===== src/inc/thermal_consts.vh =====
// Constants of the line thermal replica protection block
`ifndef THERMAL_CONSTS_VH
`define THERMAL_CONSTS_VH
// ----------------------------------------------------------------
// Register offsets (byte addresses)
// ----------------------------------------------------------------
`define OFF_CTRL 8'h00
`define OFF_ALARM 8'h04
`define OFF_TRIP 8'h08
`define OFF_RATED 8'h0C
`define OFF_BASE 8'h10
`define OFF_UNLOCK 8'h14
`define OFF_AMBIENT 8'h18
`define OFF_STARTUP 8'h1C
`define OFF_INOM 8'h20
`define OFF_TAU 8'h24
`define OFF_TEMP 8'h28
`define OFF_STATUS 8'h2C
`define OFF_IRQ_STAT 8'h30
`define OFF_IRQ_MASK 8'h34
// ----------------------------------------------------------------
// Field positions
// ----------------------------------------------------------------
`define CTRL_MODE_LSB 0
`define CTRL_MODE_MSB 1
`define CTRL_SENSOR_BIT 2
`define EV_ALARM 0
`define EV_TRIP 1
`define EV_LOCK 2
`define EV_STEP 3
// ----------------------------------------------------------------
// Operating modes
// ----------------------------------------------------------------
`define MODE_OFF 2'h0
`define MODE_PULSED 2'h1
`define MODE_LATCHED 2'h2
// ----------------------------------------------------------------
// Reset values
// ----------------------------------------------------------------
`define RST_MODE 2'h1
`define RST_SENSOR 1'h0
`define RST_ALARM 8'h50
`define RST_TRIP 8'h64
`define RST_RATED 8'h64
`define RST_BASE 8'h19
`define RST_UNLOCK 8'h3C
`define RST_AMBIENT 8'h19
`define RST_STARTUP 8'h00
`define RST_INOM 8'h64
`define RST_TAU 10'h00A
`define RST_MASK 4'h0
// ----------------------------------------------------------------
// Timing
// ----------------------------------------------------------------
`define CLK_HZ 25000000
`define STEP_US 1000
`define STEP_CYCLES_DEF (`CLK_HZ / 1000000 * `STEP_US)
`define MS_PER_MIN 16'hEA60
`define PCT_Q32 32'h028F_5C29
`endif


===== src/line_thermal_replica_protection.v =====
// Line thermal replica overload protection with Wishbone register slave
// Operation
// RL1: Drive replica from largest phase RMS current
// RL2: Integrate heating equation, compare against thresholds
// RL3: Ambient input used only when sensor enabled
// RL4: Mode off, pulsed or latched; pulsed after reset
// RL5: Mode off keeps all status outputs low
// RL6: Pulsed mode pulses trip on rising crossing
// RL7: Latched trip holds until below unlock temperature
// RL8: Alarm output from alarm temperature setting
// RL9: General trip output from trip temperature setting
// RL10: Separate reclose lock status output
// RL11: Block input from user disables protection
// RL12: Heat reset loads defined starting temperature
// RL13: Status shows trip while above trip value; in pulsed mode the status trip bit is high for one cycle only
// RL14: Level steps toward squared current ratio
// RL15: Temperature is ambient plus computed rise
// RL16: Replica steps at one thousand per second
// RL17: Without sensor use ambient temperature setting
// RL18: Scale by rated current, temperature, time constant
// RL19: Computed temperature always readable
//
// Design decisions made here: register access over Wishbone and the address map.
`timescale 1ns/1ns
`include "thermal_consts.vh"
module line_thermal_replica_protection #(
    parameter STEP_CYCLES = `STEP_CYCLES_DEF
) (
    input wire CLK_SYS, // System clock, 25 MHz
    input wire RSTN, // Asynchronous reset, active low
    input wire CE, // Clock enable, freezes all state when low
    input wire [7:0] ADR_I, // Wishbone byte address
    input wire [31:0] DAT_I, // Wishbone write data
    output reg [31:0] DAT_O, // Wishbone read data
    input wire WE_I, // Wishbone write enable
    input wire [3:0] SEL_I, // Wishbone byte lanes
    input wire STB_I, // Wishbone strobe
    input wire CYC_I, // Wishbone cycle
    output reg ACK_O, // Wishbone acknowledge
    input wire [15:0] PHASE1_RMS, // Phase 1 RMS current, percent
    input wire [15:0] PHASE2_RMS, // Phase 2 RMS current, percent
    input wire [15:0] PHASE3_RMS, // Phase 3 RMS current, percent
    input wire [7:0] AMBIENT_IN, // Sensor ambient temperature, deg
    input wire BLOCK_IN, // Disable protection
    input wire HEAT_RESET_IN, // Reset accumulated heat
    output reg ALARM_OUT, // Alarm status
    output reg GENERAL_TRIP_OUT, // General trip status
    output reg RECLOSE_LOCK_OUT, // Reclose blocking status
    output reg [15:0] COMPUTED_TEMP_VALUE, // Computed temperature, deg
    output reg IRQ // Interrupt, level
);
    localparam [3:0] S_IDLE = 4'b0001;
    localparam [3:0] S_RATIO = 4'b0010;
    localparam [3:0] S_STEP = 4'b0100;
    localparam [3:0] S_APPLY = 4'b1000;
    localparam [31:0] STEP_END = STEP_CYCLES - 1;
    // Settings
    reg [1:0] mode_r;
    reg sensor_r;
    reg [7:0] alarm_set_r;
    reg [7:0] trip_set_r;
    reg [7:0] rated_r;
    reg [7:0] base_r;
    reg [7:0] unlock_r;
    reg [7:0] amb_set_r;
    reg [7:0] start_r;
    reg [7:0] inom_r;
    reg [9:0] tau_r;
    reg [3:0] irq_mask_r;
    reg [3:0] irq_stat_r;
    // Replica engine state
    reg [3:0] state_r;
    reg [15:0] step_cnt_r;
    reg [63:0] quo_r;
    reg [32:0] rem_r;
    reg [31:0] den_r;
    reg [5:0] bit_r;
    reg [47:0] h_r;
    reg [47:0] mag_r;
    reg up_r;
    reg hot_prev_r;
    // ------------------------------------------------------------
    // Maximum selection
    // ------------------------------------------------------------
    wire [15:0] max12 = (PHASE1_RMS > PHASE2_RMS) ? PHASE1_RMS : PHASE2_RMS; // RL1
    wire [15:0] imax = (max12 > PHASE3_RMS) ? max12 : PHASE3_RMS; // RL1
    wire [31:0] imax_sq = imax * imax;
    wire [15:0] inom_sq = inom_r * inom_r; // RL18
    wire [31:0] tau_ms = tau_r * `MS_PER_MIN; // RL18
    // ------------------------------------------------------------
    // Serial divider, one quotient bit per cycle
    // ------------------------------------------------------------
    wire [32:0] rem_sh = {rem_r[31:0], quo_r[63]};
    wire rem_ge = (rem_sh >= {1'b0, den_r});
    wire [32:0] rem_sub = rem_sh - {1'b0, den_r};
    wire [63:0] quo_fin = {quo_r[62:0], rem_ge};
    wire div_last = (bit_r == 6'h00);
    // Squared current ratio, saturated to the level width
    wire [47:0] target = (|quo_fin[63:48]) ? 48'hFFFF_FFFF_FFFF : quo_fin[47:0];
    // Level change for one step, never past the target
    wire [47:0] step_q = (|quo_fin[63:48] || quo_fin[47:0] > mag_r) ? mag_r : quo_fin[47:0];
    wire [39:0] h_start = start_r * `PCT_Q32; // RL12
    // ------------------------------------------------------------
    // Temperature from level
    // ------------------------------------------------------------
    wire [7:0] rise_n = (rated_r > base_r) ? (rated_r - base_r) : 8'h00; // RL18
    wire [39:0] rise_prod = h_r[47:16] * rise_n;
    wire [7:0] amb_use = sensor_r ? AMBIENT_IN : amb_set_r; // RL3 RL17
    wire [16:0] temp_sum = {1'b0, rise_prod[31:16]} + {9'h000, amb_use}; // RL15
    wire [15:0] temp_c = (|rise_prod[39:32] || temp_sum[16]) ? 16'hFFFF : temp_sum[15:0];
    // ------------------------------------------------------------
    // Protection decisions
    // ------------------------------------------------------------
    wire active = (mode_r == `MODE_PULSED || mode_r == `MODE_LATCHED) && !BLOCK_IN; // RL5 RL11
    wire hot = (temp_c > {8'h00, trip_set_r}); // RL2 RL13
    wire cool = (temp_c < {8'h00, unlock_r}); // RL7
    reg alarm_nxt;
    reg trip_nxt;
    reg lock_nxt;
    reg hot_prev_nxt;
    // Output next values, recomputed each step
    always @* begin
        alarm_nxt = ALARM_OUT;
        lock_nxt = RECLOSE_LOCK_OUT;
        hot_prev_nxt = hot_prev_r;
        trip_nxt = (mode_r == `MODE_LATCHED) ? GENERAL_TRIP_OUT : 1'b0;
        if (!active) begin
            alarm_nxt = 1'b0; // RL5
            lock_nxt = 1'b0; // RL5
            trip_nxt = 1'b0; // RL5
            hot_prev_nxt = 1'b0;
        end else if (state_r == S_APPLY) begin
            alarm_nxt = (temp_c > {8'h00, alarm_set_r}); // RL8
            hot_prev_nxt = hot;
            if (hot) begin
                lock_nxt = 1'b1; // RL10
            end else if (cool) begin
                lock_nxt = 1'b0; // RL10
            end
            if (mode_r == `MODE_LATCHED) begin
                trip_nxt = hot | (GENERAL_TRIP_OUT & !cool); // RL7 RL9
            end else begin
                trip_nxt = hot & !hot_prev_r; // RL6 RL9
            end
        end
    end
    // ------------------------------------------------------------
    // Bus decode
    // ------------------------------------------------------------
    wire wb_go = CYC_I & STB_I & !ACK_O;
    wire wr_go = wb_go & WE_I;
    wire rd_clr = wb_go & !WE_I & (ADR_I == `OFF_IRQ_STAT);
    wire [3:0] events;
    assign events[`EV_ALARM] = alarm_nxt & !ALARM_OUT;
    assign events[`EV_TRIP] = trip_nxt & !GENERAL_TRIP_OUT;
    assign events[`EV_LOCK] = lock_nxt & !RECLOSE_LOCK_OUT;
    assign events[`EV_STEP] = (state_r == S_APPLY);
    // New events win over a clearing read
    wire [3:0] irq_stat_nxt = (rd_clr ? 4'h0 : irq_stat_r) | events;
    reg [31:0] rd_data;
    // Read multiplexer
    always @* begin
        rd_data = 32'h0000_0000;
        if (ADR_I == `OFF_CTRL) begin
            rd_data[2:0] = {sensor_r, mode_r};
        end else if (ADR_I == `OFF_ALARM) begin
            rd_data[7:0] = alarm_set_r;
        end else if (ADR_I == `OFF_TRIP) begin
            rd_data[7:0] = trip_set_r;
        end else if (ADR_I == `OFF_RATED) begin
            rd_data[7:0] = rated_r;
        end else if (ADR_I == `OFF_BASE) begin
            rd_data[7:0] = base_r;
        end else if (ADR_I == `OFF_UNLOCK) begin
            rd_data[7:0] = unlock_r;
        end else if (ADR_I == `OFF_AMBIENT) begin
            rd_data[7:0] = amb_set_r;
        end else if (ADR_I == `OFF_STARTUP) begin
            rd_data[7:0] = start_r;
        end else if (ADR_I == `OFF_INOM) begin
            rd_data[7:0] = inom_r;
        end else if (ADR_I == `OFF_TAU) begin
            rd_data[9:0] = tau_r;
        end else if (ADR_I == `OFF_TEMP) begin
            rd_data[15:0] = COMPUTED_TEMP_VALUE; // RL19
        end else if (ADR_I == `OFF_STATUS) begin
            rd_data[3:0] = {!state_r[0], RECLOSE_LOCK_OUT, GENERAL_TRIP_OUT, ALARM_OUT};
        end else if (ADR_I == `OFF_IRQ_STAT) begin
            rd_data[3:0] = irq_stat_r;
        end else if (ADR_I == `OFF_IRQ_MASK) begin
            rd_data[3:0] = irq_mask_r;
        end
    end
    // ------------------------------------------------------------
    // Wishbone slave and settings registers
    // ------------------------------------------------------------
    always @(posedge CLK_SYS or negedge RSTN) begin
        if (!RSTN) begin
            ACK_O <= 1'b0;
            DAT_O <= 32'h0000_0000;
            mode_r <= `RST_MODE; // RL4
            sensor_r <= `RST_SENSOR; // RL3
            alarm_set_r <= `RST_ALARM;
            trip_set_r <= `RST_TRIP;
            rated_r <= `RST_RATED;
            base_r <= `RST_BASE;
            unlock_r <= `RST_UNLOCK;
            amb_set_r <= `RST_AMBIENT;
            start_r <= `RST_STARTUP;
            inom_r <= `RST_INOM;
            tau_r <= `RST_TAU;
            irq_mask_r <= `RST_MASK;
            irq_stat_r <= 4'h0;
            IRQ <= 1'b0;
        end else if (CE) begin
            ACK_O <= wb_go;
            DAT_O <= (wb_go && !WE_I) ? rd_data : 32'h0000_0000;
            irq_stat_r <= irq_stat_nxt;
            IRQ <= |(irq_stat_nxt & irq_mask_r);
            if (wr_go && SEL_I[0]) begin
                if (ADR_I == `OFF_CTRL) begin
                    mode_r <= DAT_I[`CTRL_MODE_MSB:`CTRL_MODE_LSB]; // RL4
                    sensor_r <= DAT_I[`CTRL_SENSOR_BIT]; // RL3
                end else if (ADR_I == `OFF_ALARM) begin
                    alarm_set_r <= DAT_I[7:0];
                end else if (ADR_I == `OFF_TRIP) begin
                    trip_set_r <= DAT_I[7:0];
                end else if (ADR_I == `OFF_RATED) begin
                    rated_r <= DAT_I[7:0];
                end else if (ADR_I == `OFF_BASE) begin
                    base_r <= DAT_I[7:0];
                end else if (ADR_I == `OFF_UNLOCK) begin
                    unlock_r <= DAT_I[7:0];
                end else if (ADR_I == `OFF_AMBIENT) begin
                    amb_set_r <= DAT_I[7:0];
                end else if (ADR_I == `OFF_STARTUP) begin
                    start_r <= DAT_I[7:0];
                end else if (ADR_I == `OFF_INOM) begin
                    inom_r <= DAT_I[7:0];
                end else if (ADR_I == `OFF_TAU) begin
                    tau_r[7:0] <= DAT_I[7:0];
                end else if (ADR_I == `OFF_IRQ_MASK) begin
                    irq_mask_r <= DAT_I[3:0];
                end
            end
            if (wr_go && SEL_I[1] && ADR_I == `OFF_TAU) begin
                tau_r[9:8] <= DAT_I[9:8];
            end
        end
    end
    // ------------------------------------------------------------
    // Step timer and replica engine
    // ------------------------------------------------------------
    always @(posedge CLK_SYS or negedge RSTN) begin
        if (!RSTN) begin
            step_cnt_r <= 16'h0000;
            state_r <= S_IDLE;
            quo_r <= 64'h0000_0000_0000_0000;
            rem_r <= 33'h0_0000_0000;
            den_r <= 32'h0000_0000;
            bit_r <= 6'h00;
            h_r <= 48'h0000_0000_0000;
            mag_r <= 48'h0000_0000_0000;
            up_r <= 1'b0;
        end else if (CE) begin
            // Fixed step rate, independent of the engine
            if (step_cnt_r == STEP_END[15:0]) begin
                step_cnt_r <= 16'h0000; // RL16
            end else begin
                step_cnt_r <= step_cnt_r + 16'h0001;
            end
            if (HEAT_RESET_IN) begin
                // Heat reset aborts any step in flight
                h_r <= {8'h00, h_start}; // RL12
                state_r <= S_APPLY;
            end else begin
                case (state_r)
                    S_IDLE: begin
                        if (step_cnt_r == STEP_END[15:0]) begin
                            quo_r <= {imax_sq, 32'h0000_0000}; // RL14
                            rem_r <= 33'h0_0000_0000;
                            den_r <= {16'h0000, inom_sq}; // RL18
                            bit_r <= 6'h3F;
                            state_r <= S_RATIO;
                        end
                    end
                    S_RATIO: begin
                        rem_r <= rem_ge ? rem_sub : rem_sh;
                        quo_r <= quo_fin;
                        bit_r <= bit_r - 6'h01;
                        if (div_last) begin
                            up_r <= (target >= h_r);
                            mag_r <= (target >= h_r) ? (target - h_r) : (h_r - target);
                            quo_r <= {16'h0000, (target >= h_r) ? (target - h_r) : (h_r - target)};
                            rem_r <= 33'h0_0000_0000;
                            den_r <= tau_ms; // RL14 RL18
                            bit_r <= 6'h3F;
                            state_r <= S_STEP;
                        end
                    end
                    S_STEP: begin
                        rem_r <= rem_ge ? rem_sub : rem_sh;
                        quo_r <= quo_fin;
                        bit_r <= bit_r - 6'h01;
                        if (div_last) begin
                            h_r <= up_r ? (h_r + step_q) : (h_r - step_q); // RL2 RL14
                            state_r <= S_APPLY;
                        end
                    end
                    S_APPLY: begin
                        state_r <= S_IDLE;
                    end
                    default: begin
                        state_r <= S_IDLE;
                    end
                endcase
            end
        end
    end
    // ------------------------------------------------------------
    // Status outputs and computed temperature
    // ------------------------------------------------------------
    always @(posedge CLK_SYS or negedge RSTN) begin
        if (!RSTN) begin
            ALARM_OUT <= 1'b0;
            GENERAL_TRIP_OUT <= 1'b0;
            RECLOSE_LOCK_OUT <= 1'b0;
            hot_prev_r <= 1'b0;
            COMPUTED_TEMP_VALUE <= 16'h0000;
        end else if (CE) begin
            ALARM_OUT <= alarm_nxt;
            GENERAL_TRIP_OUT <= trip_nxt;
            RECLOSE_LOCK_OUT <= lock_nxt;
            hot_prev_r <= hot_prev_nxt;
            if (state_r == S_APPLY) begin
                COMPUTED_TEMP_VALUE <= temp_c; // RL19
            end
        end
    end
endmodule // line_thermal_replica_protection


===== config.mk =====
export PLATFORM = sky130hd
export DESIGN_NAME = line_thermal_replica_protection
export DESIGN_NICKNAME = d
export VERILOG_FILES = /design/src/line_thermal_replica_protection.v
export VERILOG_INCLUDE_DIRS = /design/src /design/src/inc
export SDC_FILE = /design/constraint.sdc
export NUM_CORES = 2
export LEC_CHECK = 0
export BUFFER_PORTS_ARGS = -buffer_cell sky130_fd_sc_hd__buf_2
export CELL_PAD_IN_SITES_DETAIL_PLACEMENT = 0
export CELL_PAD_IN_SITES_GLOBAL_PLACEMENT = 1
export CORE_MARGIN = 3
export CORE_UTILIZATION = 54
export DETAILED_ROUTE_END_ITERATION = 8
export HOLD_SLACK_MARGIN = 0.05
export PLACE_DENSITY_LB_ADDON = 0.1
export SLEW_MARGIN = 15
export SYNTH_ARGS = -nofsm -noshare
export SYNTH_HDL_FRONTEND = slang
export SYNTH_SLANG_ARGS = --single-unit

===== constraint.sdc =====
create_clock -name CLK_SYS -period 31 [get_ports CLK_SYS]
set_clock_uncertainty 0.2 [all_clocks]
set_input_delay 3.1 -clock CLK_SYS [delete_from_list [all_inputs] [get_ports CLK_SYS]]
set_output_delay 3.1 -clock CLK_SYS [all_outputs]
set_load 0.01 [all_outputs]

## Word level (Yosys, flattened, before mapping)

Index checks and enable logic that the tools add are counted.

- Bits in registers: 390
- Latch bits: 0
- Bits in writable memories: 0
- Memory bits (read-only): 0
- Input port bits: 108
- Output and inout port bits: 53
- Word-level logic and storage cells: 219
- Memories: 0

- Add/subtract/negate cells: 9
- Multipliers: 5
- Divide/modulo/power cells: 0
- Order comparisons: 9
- Eq/ne operators: 26
- Shift operators: 0
- Muxes and demuxes: 70
- Bitwise operators: 24
- Reduce and logical (&&, ||, !) cells: 45

Operator list:

| kind | number |
|---|---|
| 48-bit 2-to-1 mux | 7 |
| 64-bit case mux with 3 select lines | 1 |
| 32-bit 2-to-1 mux | 5 |
| 8-bit 2-to-1 mux | 18 |
| 48-bit subtractor | 3 |
| 64-bit 2-to-1 mux | 2 |
| 32-bit case mux with 3 select lines | 1 |
| 16-bit 2-to-1 mux | 5 |
| 32-bit case mux with 2 select lines | 1 |
| 48-bit adder | 1 |
| 8-bit by 6-bit == test with 1-bit output, second input constant | 6 |
| 48-bit >= comparator | 1 |
| 48-bit greater-than comparator | 1 |
| 32-bit by 8-bit multiplier with 40-bit output | 1 |
| 4-bit 2-to-1 mux | 9 |
| 8-bit by 26-bit multiplier with 34-bit output, second input constant | 1 |
| 33-bit by 32-bit >= comparator with 1-bit output | 1 |
| 8-bit by 5-bit == test with 1-bit output, second input constant | 4 |
| 16-bit greater-than comparator | 2 |
| 16-bit by 8-bit greater-than comparator with 1-bit output | 2 |
| 16-bit by 16-bit multiplier with 32-bit output | 1 |
| 32-bit subtractor | 1 |
| 10-bit by 11-bit multiplier with 21-bit output, second input constant | 1 |
| 6-bit 2-to-1 mux | 3 |
| 53 further kinds | 110 |

## Longest topological paths before layout

- Depth after elaboration: 17
- Depth in mapped cells: 54
- Depth with buffers taken out: 52

## Worst setup path after synthesis

OpenSTA, ideal clock, no wires.

- Path type: input-to-reg
- Start: input PHASE2_RMS[1]
- End: register quo_r[63]
- Setup time: 0.134 ns
- Arrival: 13.780 ns
- Required time: 30.666 ns
- Setup slack: 16.886 ns
- Stages on the path: 48
- Path buffers: 3
- Cells stage by stage: inv_1 > ha_1 > nor2b_1 > o21a_1 > o21a_1 > o21a_1 > o21a_1 > o2111ai_1 > a31oi_1 > o21ai_1 > clkbuf_1 > mux2_2 > ha_1 > a21o_1 > a21o_1 > a21o_1 > a21o_1 > a21oi_1 > [12 not listed] > inv_1 > fa_1 > inv_1 > fa_1 > fa_1 > ha_1 > a21o_1 > a21o_1 > a2111o_1 > a41oi_1 > or4b_2 > a31oi_1 > a41oi_1 > a21oi_1 > nor2b_1 > a31oi_1 > xnor2_1 > mux2i_1

- Word-level cells in the longest chain between the ends: 7

Ends and longest elaborated chain:

| what | line | RTL |
|---|---|---|
| from (decl) | line_thermal_replica_protection.v:41 | `input wire [15:0] PHASE2_RMS,` |
| 16-bit greater-than comparator | line_thermal_replica_protection.v:85 | `wire [15:0] max12 = (PHASE1_RMS > PHASE2_RMS) ? PHASE1_RMS : PHASE2_RMS;` |
| 16-bit 2-to-1 mux (*) | line_thermal_replica_protection.v:85 |  |
| 16-bit greater-than comparator | line_thermal_replica_protection.v:86 | `wire [15:0] imax = (max12 > PHASE3_RMS) ? max12 : PHASE3_RMS;` |
| 16-bit 2-to-1 mux (*) | line_thermal_replica_protection.v:86 |  |
| 16-bit by 16-bit multiplier with 32-bit output (*) | line_thermal_replica_protection.v:87 | `wire [31:0] imax_sq = imax * imax;` |
| 64-bit 2-to-1 mux (*) | line_thermal_replica_protection.v:279 | `if (step_cnt_r == STEP_END[15:0]) begin` |
| 64-bit case mux with 3 select lines (*) | line_thermal_replica_protection.v:277 | `case (state_r)` |
| to (signal assigned) | line_thermal_replica_protection.v:280 | `quo_r <= {imax_sq, 32'h0000_0000};` |
| to (signal assigned) | line_thermal_replica_protection.v:289 | `quo_r <= quo_fin;` |
| to (signal assigned) | line_thermal_replica_protection.v:294 | `quo_r <= {16'h0000, (target >= h_r) ? (target - h_r) : (h_r - target)};` |
| to (decl) | line_thermal_replica_protection.v:74 | `reg [63:0] quo_r;` |

Every way passes the cells marked *; elsewhere a longest branch is shown, timed or not. The select of a mux whose other input is x is not followed.
A chain may end at the register's enable or synchronous reset.

## Final worst setup path

- Start: input PHASE1_RMS[1]
- End: register quo_r[63]

- Word-level cells in the longest chain between the ends: 7

Ends and longest elaborated chain:

| what | line | RTL |
|---|---|---|
| from (decl) | line_thermal_replica_protection.v:40 | `input wire [15:0] PHASE1_RMS,` |
| 16-bit greater-than comparator | line_thermal_replica_protection.v:85 |  |
| 16-bit 2-to-1 mux (*) | line_thermal_replica_protection.v:85 |  |
| 16-bit greater-than comparator | line_thermal_replica_protection.v:86 |  |
| 16-bit 2-to-1 mux (*) | line_thermal_replica_protection.v:86 |  |
| 16-bit by 16-bit multiplier with 32-bit output (*) | line_thermal_replica_protection.v:87 |  |
| 64-bit 2-to-1 mux (*) | line_thermal_replica_protection.v:279 |  |
| 64-bit case mux with 3 select lines (*) | line_thermal_replica_protection.v:277 |  |

Marks and branches as above.

==> run summary <==
CTS tree = yes
mean number of vias per cell = 5.90
# rows = 113
static leakage = 27.7 nW
dpl hpwl = 124 mm
antenna viol nets, final = 0
Clock Root Buffer = clkbuf_16
Synth area leaders = fa_1, dfrtp_1, ha_1, inv_1, a21oi_1
fin crit share = 0.466
vias in the first global route = 44531
die area = 101000 um^2
wire per inst = 20.4 um
Slowest Stage Delay on Critical Path = 0.77 ns
number of max-cap violations = 0
initial antenna violation count = 1
status = completed
startpoint types = primary input
share of synthesized registers carrying an async set or reset = 1.00
register area share after synthesis = 0.176
Slew Viols, Final = 0
Gate Count Post-Synth = 6314
setup tns final = 0 ns
WHS = 0.281 ns
Critical Path RT = 31.26 ns
Filler cells = 8940
worst hold path type = reg -> reg
CTS clock-pin slew for the worst setup and hold paths = 0.06 ns
Ports = 161
cts repair resizes = 0
CTS Hold Bufs = 0
Slew HR = 0.224
PwrDens = 109 nW/um^2
Synth Warn # = 0
CP top delay family = compound AO/OA/AOI/OAI gates
Tightest Pin Transition = 1.16 ns
post-synth cell types = 97
Worst setup EP type = register
grt ovf = 0
ys flop type = dfrtp_1
GPL Wtd Cong = 0.945
most used cell, CP = a21o_1
total setup buffers inserted after CTS = 0
top-area cell type share of the netlist area = 0.168
Util after Layout = 0.582
first-pass GRT wire length = 248 mm
Post-Route WL = 155 mm
Setup-failing EPs final = 0
#FFs+latches synth = 367
RSZ-0062 raised after global routing = no
Post-synth top cells = inv_1, ha_1, nand2_1
via count = 44758
Buf/Inv on CP = 9
most numerous cell in the Yosys netlist = inv_1
CTS Buffer Depth = 3
Area Overhead vs Synth = 6.14%
Initial Util = 0.548
all-layer global routing usage = 0.303
clock buffer count from CTS = 45
DR pass1 iterations = 6
Max Fanout on Critical Path = 29
clock latency on the worst-skew pair = 0.63 ns
leading area contributor after synthesis = fa_1
Crit Path Class = in -> reg
die height = 318 um
layout cells sized above 1 = 0.0760
critical path arrival = 14.70 ns
largest net degree at the start of global routing = 106
Initial DRC Count = 3494
Slowest cell on crit path = or4b_2
post-route minimum period = 14.44 ns
syn_area_per_cell = 8.30 um^2
final net count = 7460
Final Hold Vio Count = 0
die width = 318 um
maximum clock rate = 69.3 MHz
peak supply drop = 261 uV
Mapped Area = 52400 um^2
H-tree levels = 2
DRC = 0
IO Port Bufs = 120
Post-synth EDFFs = 0
core area = 95600 um^2
clk sinks = 367
-- logic make-up (layout without fill, tap and decap cells) --
family	after synthesis	after routing	synth area share
adders and majority gates	1069	1069	0.318
and+or+nand+nor	1803	1803	0.161
other	1	17	0.0000716
buffers and inverters	1094	1083	0.0806
AOI/OAI and AO/OA	1548	1548	0.187
xor gates and xnor gates	281	281	0.0470
DFF	367	367	0.176
muxes	151	151	0.0303
-- final timing paths --
kind                          startpoint        end  slack (ns)  cells after the start
min in group asynchronous           RSTN  quo_r[40]        2.32                      1
max in group asynchronous           RSTN  den_r[20]       26.10                      3
min reg2reg                    den_r[23]  den_r[23]        0.28                      2
min                            den_r[23]  den_r[23]        0.28                      2
max                        PHASE1_RMS[1]  quo_r[63]       16.56                     49
max reg2reg                    base_r[0]        IRQ       18.19                     47
-- power breakdown --
group	internal, mW	switching [mW]	leakage, nW
Clock	0.326	0.236	0.746
Sequential	0.538	0.0949	4.51
Combinational	2.11	2.73	22.4
Total	2.98	3.06	27.7
-- worst register-to-register path: cells and delay by family (launching register included) --
family / cells / cell delay, ns
AND/OR/NAND/NOR: 12 / 2.19
XOR/XNOR: 1 / 0.16
AO/OA/AOI/OAI: 18 / 3.53
buffers and inverters: 6 / 2.41
flip-flops: 1 / 0.56
adder cells (fa/ha/maj): 10 / 3.64
-- cell type report --
class | count | area, um^2 | area share
tap | 1265 | 1580 | 0.0285
antenna | 1 | 2.50 | 0.0000450
sequential | 367 | 9220 | 0.166
multi-input combinational | 4868 | 39200 | 0.704
timing repair buffer | 176 | 1030 | 0.0185
clock buffer | 64 | 1340 | 0.0241
clock inverter | 18 | 200 | 0.00360
inverter | 825 | 3100 | 0.0557
-- stage by stage --
| step | instances | total power, mW | setup WS, ns | cell area, um^2 |
|---|---|---|---|---|
| after floorplan | 6329 | 4.41 | 16.89 | 52500 |
| after global placement | 7501 | 5.42 | 16.04 | 54100 |
| after detailed placement | 7501 | 5.45 | 15.98 | 54100 |
| after CTS | 7583 | 6.08 | 16.58 | 55600 |
| after global routing | 7583 | 6.74 | 16.04 | 55600 |
| final | 7584 | 6.04 | 16.56 | 55600 |
-- sequential cells by signal, indices dropped and copies added, names as in the netlist, 2 cells and up --
signal / count
quo_r: 64
h_r: 48
mag_r: 48
rem_r: 32
den_r: 25
COMPUTED_TEMP_VALUE: 16
DAT_O: 16
step_cnt_r: 16
tau_r: 10
alarm_set_r: 8
amb_set_r: 8
base_r: 8
inom_r: 8
rated_r: 8
start_r: 8
trip_set_r: 8
unlock_r: 8
bit_r: 6
irq_mask_r: 4
irq_stat_r: 4
state_r: 4
mode_r: 2
-- routing by layer --
metal,GRT usage,vias up,wire length [um]
met3,0.0364,233,8590
met4,0.0892,0,4920
met1,0.430,21616,71200
met2,0.487,1325,69800
met5,0,-,0
li1,-,21584,-
-- cells in the final DEF, fill, tap and decap left out, types with 46 or more instances in the layout --
cell type	instances
fa_1	441
a21o_1	159
buf_2	119
nand2b_1	46
inv_1	796
nand3_1	97
clkbuf_16	46
dfrtp_1	342
nor2_1	457
nand2_1	520
a21oi_1	435
nand4_1	67
o21ai_0	379
ha_1	628
nor3_1	281
o31ai_1	49
or2_2	82
o21a_1	52
xnor2_1	189
o21bai_1	54
a31oi_1	59
xor2_1	86
mux2_2	63
a211oi_1	67
mux2i_1	88
nor2b_1	57
buf_4	56
Power figures use the tool's default switching activity.
